--- src/logic/sac_pkg.sv ---
// Package of constants and types shared by the converter control block.
// Contract
// The converter turns the held analog level into an 8-bit result by successive approximation.
// Software chooses the reference: the positive supply or the external reference pin.
// Conversion during core sleep works only with the internal RC oscillator as clock.
// The number of analog channels is a parameter: five on the small part, eight on the large.
// Clock select bits 7:6 give the core clock divided by 2 (00), by 8 (01) or by 32 (10).
// Clock select value 11 picks the internal RC oscillator, the only choice usable in sleep.
// Channel select bits 5:3 route channel 0 to 7 in binary order to the sample-and-hold.
// Writing one to bit 2 starts a conversion and hardware clears it when the result is ready.
// On completion the flag clears and the result register loads in the same update.
// Clearing the power bit 0 puts the converter into its lowest-consumption state.
// Bit 1 of the control register ignores writes and reads zero.
// Every implemented control field is read/write and resets to zero.
// There are three software registers: result, operation control and pin configuration; the code adds interrupt status and mask, five in all.
// The pin configuration register sets each shared pin analog or digital and one as reference.
// The selected channel is captured at start and held until every result bit is decided.
package sac_pkg;

	// Register indices; the bus byte address is four times the index.
	localparam logic [9:0] CTRL0_IDX = 10'h01F;
	localparam logic [9:0] PINCFG_IDX = 10'h09F;
	localparam logic [9:0] RESULT_IDX = 10'h01E;
	localparam logic [9:0] IRQ_STAT_IDX = 10'h020;
	localparam logic [9:0] IRQ_MASK_IDX = 10'h021;
	localparam logic [11:0] CTRL0_ADDR = {CTRL0_IDX, 2'b00};
	localparam logic [11:0] PINCFG_ADDR = {PINCFG_IDX, 2'b00};
	localparam logic [11:0] RESULT_ADDR = {RESULT_IDX, 2'b00};
	localparam logic [11:0] IRQ_STAT_ADDR = {IRQ_STAT_IDX, 2'b00};
	localparam logic [11:0] IRQ_MASK_ADDR = {IRQ_MASK_IDX, 2'b00};

	// Field positions in the operation control register.
	localparam int CLK_SEL_LSB = 6;
	localparam int CHAN_SEL_LSB = 3;
	localparam int GO_BIT = 2;
	localparam int POWER_BIT = 0;

	// Reset values.
	localparam logic [1:0] CLK_SEL_RST = 2'h0;
	localparam logic [2:0] CHAN_SEL_RST = 3'h0;
	localparam logic [2:0] PINCFG_RST = 3'h0;
	localparam logic [7:0] RESULT_RST = 8'h00;

	// Clock select encodings.
	localparam logic [1:0] CLK_DIV2 = 2'h0;
	localparam logic [1:0] CLK_DIV8 = 2'h1;
	localparam logic [1:0] CLK_DIV32 = 2'h2;
	localparam logic [1:0] CLK_RC = 2'h3;

	// Divider terminal counts, one less than the divide ratio.
	localparam logic [4:0] DIV2_LAST = 5'h01;
	localparam logic [4:0] DIV8_LAST = 5'h07;
	localparam logic [4:0] DIV32_LAST = 5'h1F;

	// Result width and the index of the first trial bit.
	localparam int RES_W = 8;
	localparam logic [2:0] MSB_IDX = 3'h7;

	// Engine states.
	typedef enum logic [2:0] {
		SAC_IDLE,
		SAC_DELAY,
		SAC_SAMPLE,
		SAC_CONVERT,
		SAC_FINISH
	} sac_state_t;

endpackage : sac_pkg

--- src/logic/sac_top.sv ---
// Register file, clock selection and analog-side control of the SAR converter.
`timescale 1ns/10ps
module sac_top #(
	parameter int CHANNEL_COUNT = 8
) (
	// Clock and reset; ref_clk is the core oscillator clock.
	input wire logic ref_clk,
	input wire logic rst,
	// APB slave.
	input wire logic psel,
	input wire logic penable,
	input wire logic pwrite,
	input wire logic [11:0] paddr,
	input wire logic [31:0] pwdata,
	output logic [31:0] prdata,
	output logic pready,
	output logic pslverr,
	// Core state and the internal RC oscillator, both asynchronous pins here.
	input wire logic core_sleep,
	input wire logic rc_osc_in,
	// Analog side.
	input wire logic comp_hi_in,
	output logic [2:0] analog_channel_sel,
	output logic [7:0] dac_code,
	output logic sample_hold,
	output logic analog_power_en,
	output logic ext_reference_sel,
	output logic [7:0] pin_analog_en,
	// Interrupt and wake.
	output logic irq
);

	// Software-visible state.
	logic [1:0] clk_sel_ff;
	logic [2:0] chan_sel_ff;
	logic go_ff;
	logic power_on_ff;
	logic [2:0] pin_cfg_ff;
	logic [7:0] result_ff;
	logic irq_stat_ff;
	logic irq_mask_ff;

	// Synchronisers for pins outside the clock domain.
	logic [1:0] sleep_sync_ff;
	logic [1:0] rc_sync_ff;
	logic rc_prev_ff;
	logic [1:0] comp_sync_ff;

	// Conversion clock and captured channel.
	logic [4:0] div_cnt_ff;
	logic [4:0] div_last;
	logic div_tick;
	logic rc_tick;
	logic tad_tick;
	logic rc_mode;
	logic [2:0] held_chan_ff;

	// Bus decode and engine wiring.
	logic wr_en;
	logic rd_en;
	logic addr_hit;
	logic sw_start;
	logic sw_abort;
	logic sleep_abort;
	logic eng_abort;
	logic eng_busy;
	logic eng_done;
	logic eng_hold;
	logic [7:0] eng_code;
	logic sleep_now;
	logic [31:0] nxt_prdata;

	// True when the address names one of the five registers.
	function automatic logic is_mapped(input logic [11:0] addr);
		is_mapped = (addr == sac_pkg::CTRL0_ADDR) || (addr == sac_pkg::PINCFG_ADDR)
			|| (addr == sac_pkg::RESULT_ADDR) || (addr == sac_pkg::IRQ_STAT_ADDR)
			|| (addr == sac_pkg::IRQ_MASK_ADDR);
	endfunction : is_mapped

	// Zero-wait slave: every access completes in its first access cycle.
	assign addr_hit = is_mapped(paddr);
	assign wr_en = psel && penable && pwrite && addr_hit;
	assign rd_en = psel && penable && !pwrite;
	assign pready = 1'b1;
	assign pslverr = psel && penable && !addr_hit;

	// Two-flop synchronisers; only the second stage is read by logic.
	always_ff @(posedge ref_clk) begin
		if (rst) begin
			sleep_sync_ff <= 2'b00;
			rc_sync_ff <= 2'b00;
			comp_sync_ff <= 2'b00;
			rc_prev_ff <= 1'b0;
		end else begin
			sleep_sync_ff <= {sleep_sync_ff[0], core_sleep};
			rc_sync_ff <= {rc_sync_ff[0], rc_osc_in};
			comp_sync_ff <= {comp_sync_ff[0], comp_hi_in};
			rc_prev_ff <= rc_sync_ff[1];
		end
	end

	assign sleep_now = sleep_sync_ff[1];

	// Divider ratio from the clock select field.
	always_comb begin
		unique case (clk_sel_ff)
			sac_pkg::CLK_DIV2: div_last = sac_pkg::DIV2_LAST;
			sac_pkg::CLK_DIV8: div_last = sac_pkg::DIV8_LAST;
			sac_pkg::CLK_DIV32: div_last = sac_pkg::DIV32_LAST;
			sac_pkg::CLK_RC: div_last = sac_pkg::DIV32_LAST;
		endcase
	end

	// Divider of the core clock, held at zero while the engine is idle; restarts whenever the ratio is reached.
	always_ff @(posedge ref_clk) begin
		if (rst || !eng_busy) begin
			div_cnt_ff <= 5'h00;
		end else if (div_cnt_ff >= div_last) begin
			div_cnt_ff <= 5'h00;
		end else begin
			div_cnt_ff <= div_cnt_ff + 5'h01;
		end
	end

	// The RC oscillator keeps running while the core clock divider is idle in sleep.
	assign rc_mode = (clk_sel_ff == sac_pkg::CLK_RC);
	assign div_tick = eng_busy && (div_cnt_ff >= div_last);
	assign rc_tick = rc_sync_ff[1] && !rc_prev_ff;
	assign tad_tick = rc_mode ? rc_tick : div_tick;

	// A core-clocked conversion cannot survive sleep, so it is aborted on entry.
	assign sleep_abort = sleep_now && !rc_mode && go_ff;

	// Software starts with a one written over a clear flag; a zero over a set flag aborts.
	assign sw_start = wr_en && (paddr == sac_pkg::CTRL0_ADDR) && pwdata[sac_pkg::GO_BIT]
		&& !go_ff && power_on_ff && !(sleep_now && !rc_mode);
	assign sw_abort = wr_en && (paddr == sac_pkg::CTRL0_ADDR) && !pwdata[sac_pkg::GO_BIT] && go_ff;
	assign eng_abort = sw_abort || sleep_abort || !power_on_ff;

	sac_sar_engine u_engine (
		.ref_clk(ref_clk),
		.rst(rst),
		.start(sw_start),
		.abort(eng_abort),
		.tad_tick(tad_tick),
		.rc_mode(rc_mode),
		.comp_hi(comp_sync_ff[1]),
		.busy(eng_busy),
		.done(eng_done),
		.hold_ff(eng_hold),
		.dac_code_ff(eng_code),
		.result_ff()
	);

	// Operation control fields; the go flag is cleared by hardware on completion.
	always_ff @(posedge ref_clk) begin
		if (rst) begin
			clk_sel_ff <= sac_pkg::CLK_SEL_RST;
			chan_sel_ff <= sac_pkg::CHAN_SEL_RST;
			power_on_ff <= 1'b0;
		end else if (wr_en && (paddr == sac_pkg::CTRL0_ADDR)) begin
			clk_sel_ff <= pwdata[sac_pkg::CLK_SEL_LSB +: 2];
			chan_sel_ff <= pwdata[sac_pkg::CHAN_SEL_LSB +: 3];
			power_on_ff <= pwdata[sac_pkg::POWER_BIT];
		end
	end

	// Completion wins over a same-cycle write, since the flag must fall with the result load.
	always_ff @(posedge ref_clk) begin
		if (rst) begin
			go_ff <= 1'b0;
		end else if (eng_done || eng_abort) begin
			go_ff <= 1'b0;
		end else if (sw_start) begin
			go_ff <= 1'b1;
		end
	end

	// Result register: loaded on completion, otherwise writable by software.
	always_ff @(posedge ref_clk) begin
		if (rst) begin
			result_ff <= sac_pkg::RESULT_RST;
		end else if (eng_done) begin
			result_ff <= eng_code; // The engine copy lands on this same edge with the same code.
		end else if (wr_en && (paddr == sac_pkg::RESULT_ADDR)) begin
			result_ff <= pwdata[7:0];
		end
	end

	// Pin configuration register.
	always_ff @(posedge ref_clk) begin
		if (rst) begin
			pin_cfg_ff <= sac_pkg::PINCFG_RST;
		end else if (wr_en && (paddr == sac_pkg::PINCFG_ADDR)) begin
			pin_cfg_ff <= pwdata[2:0];
		end
	end

	// Completion status: write one to clear, but a same-cycle completion keeps it set.
	always_ff @(posedge ref_clk) begin
		if (rst) begin
			irq_stat_ff <= 1'b0;
		end else if (eng_done) begin
			irq_stat_ff <= 1'b1;
		end else if (wr_en && (paddr == sac_pkg::IRQ_STAT_ADDR) && pwdata[0]) begin
			irq_stat_ff <= 1'b0;
		end
	end

	// Interrupt mask; a set bit lets the status reach the output.
	always_ff @(posedge ref_clk) begin
		if (rst) begin
			irq_mask_ff <= 1'b0;
		end else if (wr_en && (paddr == sac_pkg::IRQ_MASK_ADDR)) begin
			irq_mask_ff <= pwdata[0];
		end
	end

	assign irq = irq_stat_ff && irq_mask_ff;

	// The channel is latched at start so a later select write cannot disturb the held sample.
	always_ff @(posedge ref_clk) begin
		if (rst) begin
			held_chan_ff <= 3'h0;
		end else if (sw_start) begin
			held_chan_ff <= chan_sel_ff;
		end
	end

	// Channels beyond the implemented count select nothing useful; the low bits still route.
	assign analog_channel_sel = go_ff ? held_chan_ff : chan_sel_ff;
	assign dac_code = eng_code;
	assign sample_hold = eng_hold;

	// Analog bias is cut when powered down or when the core sleeps with a core-derived clock selected.
	assign analog_power_en = power_on_ff && !(sleep_now && !rc_mode);

	// Odd configuration codes other than 7 take the reference from the external reference pin.
	assign ext_reference_sel = pin_cfg_ff[0] && (pin_cfg_ff[2:1] != 2'b11);

	// Analog enables per pin: bits 0-4 are port A pins, 5-7 the extra channels.
	always_comb begin
		logic [7:0] en;
		en = 8'h00;
		unique case (pin_cfg_ff[2:1])
			2'b00: en = 8'hFF;
			2'b01: en = 8'h1F;
			2'b10: en = 8'h0B;
			2'b11: en = 8'h00;
		endcase
		if (ext_reference_sel) begin
			en[3] = 1'b0;
		end
		if (CHANNEL_COUNT < 8) begin
			en[7:5] = 3'b000;
		end
		pin_analog_en = en;
	end

	// Read mux; the unimplemented control bit always reads zero.
	always_comb begin
		nxt_prdata = 32'h0000_0000;
		unique case (paddr)
			sac_pkg::CTRL0_ADDR: begin
				nxt_prdata[7:0] = {clk_sel_ff, chan_sel_ff, go_ff, 1'b0, power_on_ff};
			end
			sac_pkg::PINCFG_ADDR: nxt_prdata[2:0] = pin_cfg_ff;
			sac_pkg::RESULT_ADDR: nxt_prdata[7:0] = result_ff;
			sac_pkg::IRQ_STAT_ADDR: nxt_prdata[0] = irq_stat_ff;
			sac_pkg::IRQ_MASK_ADDR: nxt_prdata[0] = irq_mask_ff;
			default: nxt_prdata = 32'h0000_0000;
		endcase
	end

	// Read data come from a flop loaded during the setup cycle, valid in the access cycle.
	always_ff @(posedge ref_clk) begin
		if (rst) begin
			prdata <= 32'h0000_0000;
		end else if (psel && !penable && !pwrite) begin
			prdata <= nxt_prdata;
		end else if (rd_en) begin
			prdata <= prdata;
		end
	end

endmodule : sac_top

--- src/logic/sac_sar_engine.sv ---
// Successive-approximation sequencer stepped by conversion clock ticks.
`timescale 1ns/10ps
module sac_sar_engine (
	// Clock and reset.
	input wire logic ref_clk,
	input wire logic rst,
	// Control from the register side.
	input wire logic start,
	input wire logic abort,
	input wire logic tad_tick,
	input wire logic rc_mode,
	// Synchronised comparator: high when the input is at or above the trial level.
	input wire logic comp_hi,
	// Status and data.
	output logic busy,
	output logic done,
	output logic hold_ff,
	output logic [7:0] dac_code_ff,
	output logic [7:0] result_ff
);

	sac_pkg::sac_state_t state_ff;
	logic [2:0] bit_idx_ff;

	// One-hot mask of the bit now under trial.
	function automatic logic [7:0] bit_mask(input logic [2:0] idx);
		bit_mask = 8'h01 << idx;
	endfunction : bit_mask

	assign busy = (state_ff != sac_pkg::SAC_IDLE);
	assign done = (state_ff == sac_pkg::SAC_FINISH) && tad_tick && !abort;

	// Sequencer; in RC mode one extra tick lets the core enter sleep before sampling.
	always_ff @(posedge ref_clk) begin
		if (rst || abort) begin
			state_ff <= sac_pkg::SAC_IDLE;
			hold_ff <= 1'b0;
			bit_idx_ff <= sac_pkg::MSB_IDX;
			dac_code_ff <= 8'h00;
		end else begin
			unique case (state_ff)
				sac_pkg::SAC_IDLE: begin
					if (start) begin
						state_ff <= rc_mode ? sac_pkg::SAC_DELAY : sac_pkg::SAC_SAMPLE;
					end
				end
				sac_pkg::SAC_DELAY: begin
					if (tad_tick) begin
						state_ff <= sac_pkg::SAC_SAMPLE;
					end
				end
				sac_pkg::SAC_SAMPLE: begin
					if (tad_tick) begin
						state_ff <= sac_pkg::SAC_CONVERT;
						hold_ff <= 1'b1;
						bit_idx_ff <= sac_pkg::MSB_IDX;
						dac_code_ff <= bit_mask(sac_pkg::MSB_IDX);
					end
				end
				sac_pkg::SAC_CONVERT: begin
					// Keep or drop the trial bit, then try the next lower one.
					if (tad_tick) begin
						if (bit_idx_ff == 3'h0) begin
							state_ff <= sac_pkg::SAC_FINISH;
							dac_code_ff <= comp_hi ? dac_code_ff : (dac_code_ff & ~bit_mask(3'h0));
						end else begin
							dac_code_ff <= (comp_hi ? dac_code_ff : (dac_code_ff & ~bit_mask(bit_idx_ff)))
								| bit_mask(bit_idx_ff - 3'h1);
							bit_idx_ff <= bit_idx_ff - 3'h1;
						end
					end
				end
				sac_pkg::SAC_FINISH: begin
					if (tad_tick) begin
						state_ff <= sac_pkg::SAC_IDLE;
						hold_ff <= 1'b0;
					end
				end
			endcase
		end
	end

	// Completed code; an aborted run never reaches here.
	always_ff @(posedge ref_clk) begin
		if (rst) begin
			result_ff <= sac_pkg::RESULT_RST;
		end else if (done) begin
			result_ff <= dac_code_ff;
		end
	end

endmodule : sac_sar_engine

--- config.mk ---
export PLATFORM = sky130hd
export DESIGN_NAME = sac_top
export DESIGN_NICKNAME = d
export VERILOG_FILES = /design/src/logic/sac_pkg.sv /design/src/logic/sac_top.sv /design/src/logic/sac_sar_engine.sv
export SDC_FILE = /design/constraint.sdc
export NUM_CORES = 1
export LEC_CHECK = 0
export BUFFER_PORTS_ARGS = -buffer_cell sky130_fd_sc_hd__buf_2
export CAP_MARGIN = 25
export CORE_MARGIN = 2
export CORE_UTILIZATION = 50
export DETAILED_ROUTE_END_ITERATION = 8
export PLACE_DENSITY = 0.85
export SYNTH_ARGS = -nofsm -noshare
export SYNTH_HDL_FRONTEND = slang
export SYNTH_SLANG_ARGS = --single-unit
--- constraint.sdc ---
create_clock -name ref_clk -period 4.15 [get_ports ref_clk]
set_input_delay 0.83 -clock ref_clk [delete_from_list [all_inputs] [get_ports ref_clk]]
set_output_delay 0.83 -clock ref_clk [all_outputs]
set_load 0.01 [all_outputs]
==> results of run 1 <==
final timing paths:
path / startpoint / to / slack, ns / cells after the start
max: paddr[1] / pslverr / 0.72 / 6
min reg2reg: sleep_sync_ff[0] / sleep_sync_ff[1] / 0.44 / 1
max reg2reg: clk_sel_ff[1] / irq_stat_ff / 1.23 / 7
min: sleep_sync_ff[0] / sleep_sync_ff[1] / 0.44 / 1
sequential cells by signal, summed over array words and instances (netlist names):
signal,count
prdata,8
result_ff,8
u_engine.dac_code_ff,8
div_cnt_ff,5
chan_sel_ff,3
held_chan_ff,3
pin_cfg_ff,3
u_engine.bit_idx_ff,3
u_engine.state_ff,3
clk_sel_ff,2
comp_sync_ff,2
rc_sync_ff,2
sleep_sync_ff,2
go_ff,1
irq_mask_ff,1
irq_stat_ff,1
power_on_ff,1
rc_prev_ff,1
u_engine.hold_ff,1
layer usage:
| layer | part of all wire | wire (um) | global-route usage | vias to the layer above |
|---|---|---|---|---|
| li1 | - | - | - | 1415 |
| met1 | 0.45 | 3430 | 0.275 | 1348 |
| met2 | 0.46 | 3540 | 0.336 | 127 |
| met3 | 0.066 | 502 | 0.0664 | 17 |
| met4 | 0.020 | 150 | 0.0635 | 0 |
| met5 | 0 | 0 | 0 | - |
through the flow:
stage               instances   util  power, mW  cell area (um2)  hold WS, ns
detailed placement        494  0.548      0.628             3520        0.420
CTS                       510  0.582       1.20             3740        0.437
floorplan                 410      -      0.623             3430        0.414
global route              510  0.582       1.24             3740        0.464
finish                    510  0.582       1.19             3740        0.436
global placement          494  0.548      0.627             3520        0.418
worst register-to-register path, stage by stage (launching register included):
cell       delay [ns]
dfxtp_1          0.52
inv_1            0.13
ha_1             0.32
o2bb2ai_1        0.08
o21ai_0          0.41
nand4_1          0.45
or3_1            0.69
a21oi_1          0.24
final cells by class:
class                      instances  area [um2]  share of cell area
multi-input combinational        288        1920               0.513
tap                               77        96.3              0.0258
sequential                        58        1160               0.311
clock inverter                     6        91.3              0.0244
clock buffer                      10         128              0.0341
inverter                          11        41.3              0.0110
timing repair buffer              60         303              0.0810
cells in the final DEF (no fill, tap or decap), types with 10 or more instances in the layout:
cell and n:
inv_1 11, o41ai_1 11, a22oi_1 12, a21oi_1 20, nor2_1 37, buf_2 59
mux2i_1 23, ha_1 11, dfxtp_1 58, conb_1 25, nor2b_1 10, nand2_1 26
mux2_2 11
logic make-up after synthesis:
kind of cell,count (synthesis),synth area share
xor gates and xnor gates,5,0.0131
and+or+nand+nor,131,0.208
adders and majority gates,11,0.0412
buffers and inverters,64,0.105
muxes,34,0.106
DFF,58,0.347
other,2,0.00225
AOI/OAI and AO/OA,82,0.178
power groups by stage:
stage          registers (mW)  logic, mW  clock network, mW
2_1_floorplan           0.574     0.0491                  0
3_3_place_gp            0.574     0.0528                  0
3_5_place_dp            0.574     0.0536                  0
4_1_cts                 0.561     0.0539              0.589
5_1_grt                 0.561     0.0609              0.617
6_report                0.561     0.0550              0.578
==> summary.txt, run 1 <==
Status
  – Status: finished, violations left
  – Violated checks: design-rule violations

Setup path
  – Critical path class: input pin to primary output
  – CP max-delay cell: or4_1
  – CP Launch Type: input pin
  – Crit path cell chain: buf_2, or4_1, or3_1, nor3_1, nor3_1, buf_2
  – Required time of the critical path: roughly 3.3 ns
  – Cell family with most CP delay: simple AND/OR/NAND/NOR gates
  – Critical Path Sink Type: primary output
  – WP data arrival: 2.60 ns
  – Worst-path fanout max: 10
  – Buf/Inv on CP: 2
  – Crit-path max cell delay: approximately 0.53 ns

Job
  – Maxcap violations: 0

Placed design
  – Pre-CTS setup slack: 0.856 ns
  – PortBufs: between 50 and 60
  – Routability cong.: 0.842
  – Post-DP HPWL: 5480 um

Logic synthesis
  – Synthesized flop and latch total: 58
  – Ys async rst share: 0
  – EDFF count, synth: 0
  – Area contributors post-synth: dfxtp_1 35%, mux2i_1 6.9%, buf_4 6.5%
  – Ys flop type: dfxtp_1
  – Syn Area/Cell: slightly below 9 um2
  – Distinct cell type count after synthesis: 56
  – Register area share after synthesis: 0.347
  – Synthesized instance count: 387
  – Top post-synthesis cells by count: 58 x dfxtp_1, 37 x nor2_1, 29 x buf_4
  – Cell with the most instances after synthesis: dfxtp_1
  – Yosys warns: 0
  – Post-synth top area cell: dfxtp_1
  – Netlist Area Pre-Place: around 3300 um2
  – Share of the synthesized area in the top cell type: 0.347

Clock tree
  – Post CTS Setup Buffer Count: 0
  – Clk pin slew, worst setup/hold paths: ~0.070 ns
  – CTS tree: built
  – Root buffer cell: clkbuf_8
  – Clk_lat worst skew: 0.35 ns
  – H-tree depth: 3
  – CTS buffer count: 9
  – Clock buffer depth: 2
  – Sink Count: 58
  – Hold_buf cts: 0
  – Resized Gates After CTS: 0

Global routing
  – Number of global-route vias before repair: approximately 2500
  – First-pass GRT wire length: 12300 um
  – Largest net degree at the start of global routing: 35
  – Tot GR Track Use: 0.211
  – GRT overflow: 0
  – Initial antenna violation count: 0

Power and ir drop
  – Clock power share: 0.484
  – Net Sw Frac: 0.233
  – Pleak: 1.43 nW
  – Pwr per Cell Area: 319 nW/um2
  – Pint: 916 uW
  – Comb power frac: 0.046
  – Sequential Power Share: 0.470
  – Peak VDD IR: about 250 uV
  – Switching Power: 278 uW

STA
  – Rel. slew slack: 0.497
  – Period utilisation layout: 0.827
  – Tmin final: 3.43 ns
  – Setup Skew: 0.0109 ns
  – F_max: 0.291 GHz
  – RSZ-0062 raised after global routing: no
  – Max-slew violations: 0
  – Setup violations, final: 0
  – Setup TNS Final: 0 ns
  – PnR worst setup slack: 0.717 ns
  – Final hold vios: 0
  – Worst-Margin Slew: around 0.75 ns

Routing
  – DRT Wirelength: 7630 um
  – # DRC: 10
  – Via/cell ratio: 5.70
  – DRT iter0 DRCs: just over 200
  – Vias: a little under 3000
  – DRT Pass-1 Iters: 7
  – Post-route antenna net violation count: 0
  – Routed length per instance: ~15 um

Floorplan
  – Die width: 85.8 um
  – Die H: 85.8 um
  – IO Count: 109
  – Starting Density: 0.521
  – Core Box Area: 6420 um2
  – Die area: 7360 um2
  – Cell Rows: 29

Finish
  – Nets@finish: 491
  – Share of cells above drive strength 1: 0.242
  – Syn-to-layout area delta: 11.8%
  – Fill cells: 557
  – Antenna cell count: 0

Min path
  – Hold WC Path Type: register to register
Note: power is estimated with default switching activity, not from simulation.
==> run 2, diff against run 1 <==
==> constraint.sdc (replaced) <==
create_clock -name ref_clk -period 3.6 [get_ports ref_clk]
set_input_delay 0.72 -clock ref_clk [delete_from_list [all_inputs] [get_ports ref_clk]]
set_output_delay 0.72 -clock ref_clk [all_outputs]
set_load 0.01 [all_outputs]
==> summary.txt, run 2 (same netlist as run 1, synthesis figures left out) <==
Placed design
  – Routability cong.: 0.833 (was 0.842)
  – Post-DP HPWL: 5420 um (was 5480 um)
  – PortBufs: 59 (unchanged)
  – Dpl cells: 495 (was 494)

Floorplan
  – IO Count: 109 (unchanged)
  – Core Box Area: 6420 um2 (unchanged)
  – Die H: 85.8 um (unchanged)
  – Die width: 85.8 um (unchanged)
  – Starting Density: 0.521 (unchanged)
  – Cell Rows: 29 (unchanged)
  – Die area: 7360 um2 (unchanged)

STA
  – Final hold vios: 0 (unchanged)
  – Hold WS: 0.442 ns (was 0.436 ns)
  – Period utilisation layout: 0.857
  – Setup violations, final: 0 (unchanged)
  – Rel. slew slack: 0.545 (was 0.497)
  – Tmin final: 3.08 ns
  – Worst-Margin Slew: 0.673 ns (was 0.749 ns)
  – Setup TNS Final: 0 ns (unchanged)
  – Setup Skew: 0.00944 ns (was 0.0109 ns)
  – RSZ-0062 raised after global routing: no (unchanged)
  – Max-slew violations: 0 (unchanged)
  – F_max: 0.324 GHz

Setup path
  – Required time of the critical path: 2.88 ns (was 3.32 ns)
  – WP data arrival: 2.36 ns (was 2.60 ns)
  – Critical Path Sink Type: primary output (unchanged)
  – Worst-path fanout max: 6 (was 10)
  – Crit-path max cell delay: 0.62 ns (was 0.53 ns)
  – CP Launch Type: input pin (unchanged)
  – Crit path cell chain: buf_2, or4_1, or4_1, a21oi_1, nor3_1, buf_2 (was buf_2, or4_1, or3_1, nor3_1, nor3_1, buf_2)
  – CP max-delay cell: or4_1 (unchanged)
  – Critical path class: input pin to primary output (unchanged)

Clock tree
  – Clock buffer depth: 2 (unchanged)
  – CTS tree: built (unchanged)
  – Clk pin slew, worst setup/hold paths: 0.07 ns (about the same)
  – Sink Count: 58 (unchanged)
  – H-tree depth: 3 (unchanged)
  – Hold_buf cts: 0 (unchanged)
  – Resized Gates After CTS: 0 (unchanged)
  – CTS buffer count: 9 (unchanged)
  – Clk_lat worst skew: 0.35 ns (about the same)
  – Post CTS Setup Buffer Count: 0 (unchanged)
  – Root buffer cell: clkbuf_8 (unchanged)

Routing
  – Vias: 2948 (was 2907)
  – Via/cell ratio: 5.77 (was 5.70)
  – Routed length per instance: 14.5 um (was 15.0 um)
  – DRT Wirelength: 7420 um (was 7630 um)
  – # DRC: 10 (unchanged)
  – Post-route antenna net violation count: 0 (unchanged)
  – DRT Pass-1 Iters: 7 (unchanged)
  – DRT iter0 DRCs: 219 (was 206)

Global routing
  – Number of global-route vias before repair: 2656 (was 2535)
  – GRT overflow: 0 (unchanged)
  – Largest net degree at the start of global routing: 35 (unchanged)
  – Initial antenna violation count: 0 (unchanged)
  – Tot GR Track Use: 0.204 (was 0.211)
  – First-pass GRT wire length: 12000 um (was 12300 um)

Finish
  – Commonest non-fill, non-tap cell in the layout: buf_2 (unchanged)
  – Fill cells: 573 (was 557)
  – Area of the multi-input gates: 1920 um2 (unchanged)
  – Most frequent cells in the layout: 59 x buf_2, 58 x dfxtp_1, 37 x nor2_1 (unchanged)
  – Reg area: 1160 um2 (unchanged)
  – Nets@finish: 492 (was 491)
  – Share of cells above drive strength 1: 0.244 (was 0.242)
  – Antenna cell count: 0 (unchanged)
  – Biggest regs: prdata x8, result_ff x8, u_engine.dac_code_ff x8 (unchanged)
  – Syn-to-layout area delta: 11.3% (was 11.8%)
  – Post-Layout Cell Count: 511 (was 510)

Power and ir drop
  – Pwr per Cell Area: 350 nW/um2 (was 319 nW/um2)
  – Peak VDD IR: 342 uV (was 248 uV)
  – Pleak: 1.43 nW (about the same)

Job
  – Maxcap violations: 0 (unchanged)

Status
  – Violated checks: design-rule violations (unchanged)
  – Status: finished, violations left (unchanged)

Min path
  – Hold WC Path Type: register to register (unchanged)
[run 2: cell count changes in the layout (fill, tap and decap cells not counted)]
cell / change
clkinv_4: -1
clkinv_2: +1
inv_6: +1
bufinv_16: -1
buf_4: +1
[run 2: path summary, 6_finish.rpt]
kind	from	endpoint	slack (ns)	cells after the start
worst max-delay path	paddr[1]	pslverr	0.52	6
worst min-delay path	sleep_sync_ff[0]	sleep_sync_ff[1]	0.44	1
worst max register to register	clk_sel_ff[1]	irq_stat_ff	0.64	7
worst min register to register	sleep_sync_ff[0]	sleep_sync_ff[1]	0.44	1
[run 2: metrics by stage]
| stage | area [um2] | worst slack (ns) | total power [mW] | utilization |
|---|---|---|---|---|
| global route | 3720 | 0.440 | 1.35 | 0.579 |
| finish | 3720 | 0.516 | 1.30 | 0.579 |
| CTS | 3720 | 0.532 | 1.31 | 0.579 |
| global placement | 3530 | 0.534 | 0.723 | 0.549 |
| detailed placement | 3530 | 0.493 | 0.724 | 0.549 |
| floorplan | 3430 | 0.763 | 0.718 | - |
[run 2: layout make-up]
class | count | share of cell area
sequential | 58 | 0.312
tap | 77 | 0.0259
timing repair buffer | 61 | 0.0834
clock buffer | 10 | 0.0343
multi-input combinational | 288 | 0.515
clock inverter | 6 | 0.0178
inverter | 11 | 0.0111
[run 2: report_power, final]
group | leakage, nW | internal, mW | switching [mW]
clock network | 0.0889 | 0.320 | 0.273
registers | 0.469 | 0.645 | 0.00194
logic | 0.870 | 0.0208 | 0.0422
total | 1.43 | 0.986 | 0.318
[run 2: critical path, delay by kind of cell]
kind / cells / cell delay, ns
AOI/OAI and AO/OA: 1 / 0.18
and+or+nand+nor: 3 / 1.22
buffers and inverters: 2 / 0.24
[run 2: per-layer routing]
layer / up-vias / track usage / part of all wire
met2: 117 / 0.322 / 0.47
li1: 1422 / - / -
met5: - / 0 / 0
met3: 12 / 0.0703 / 0.066
met4: 0 / 0.0765 / 0.015
met1: 1397 / 0.258 / 0.45
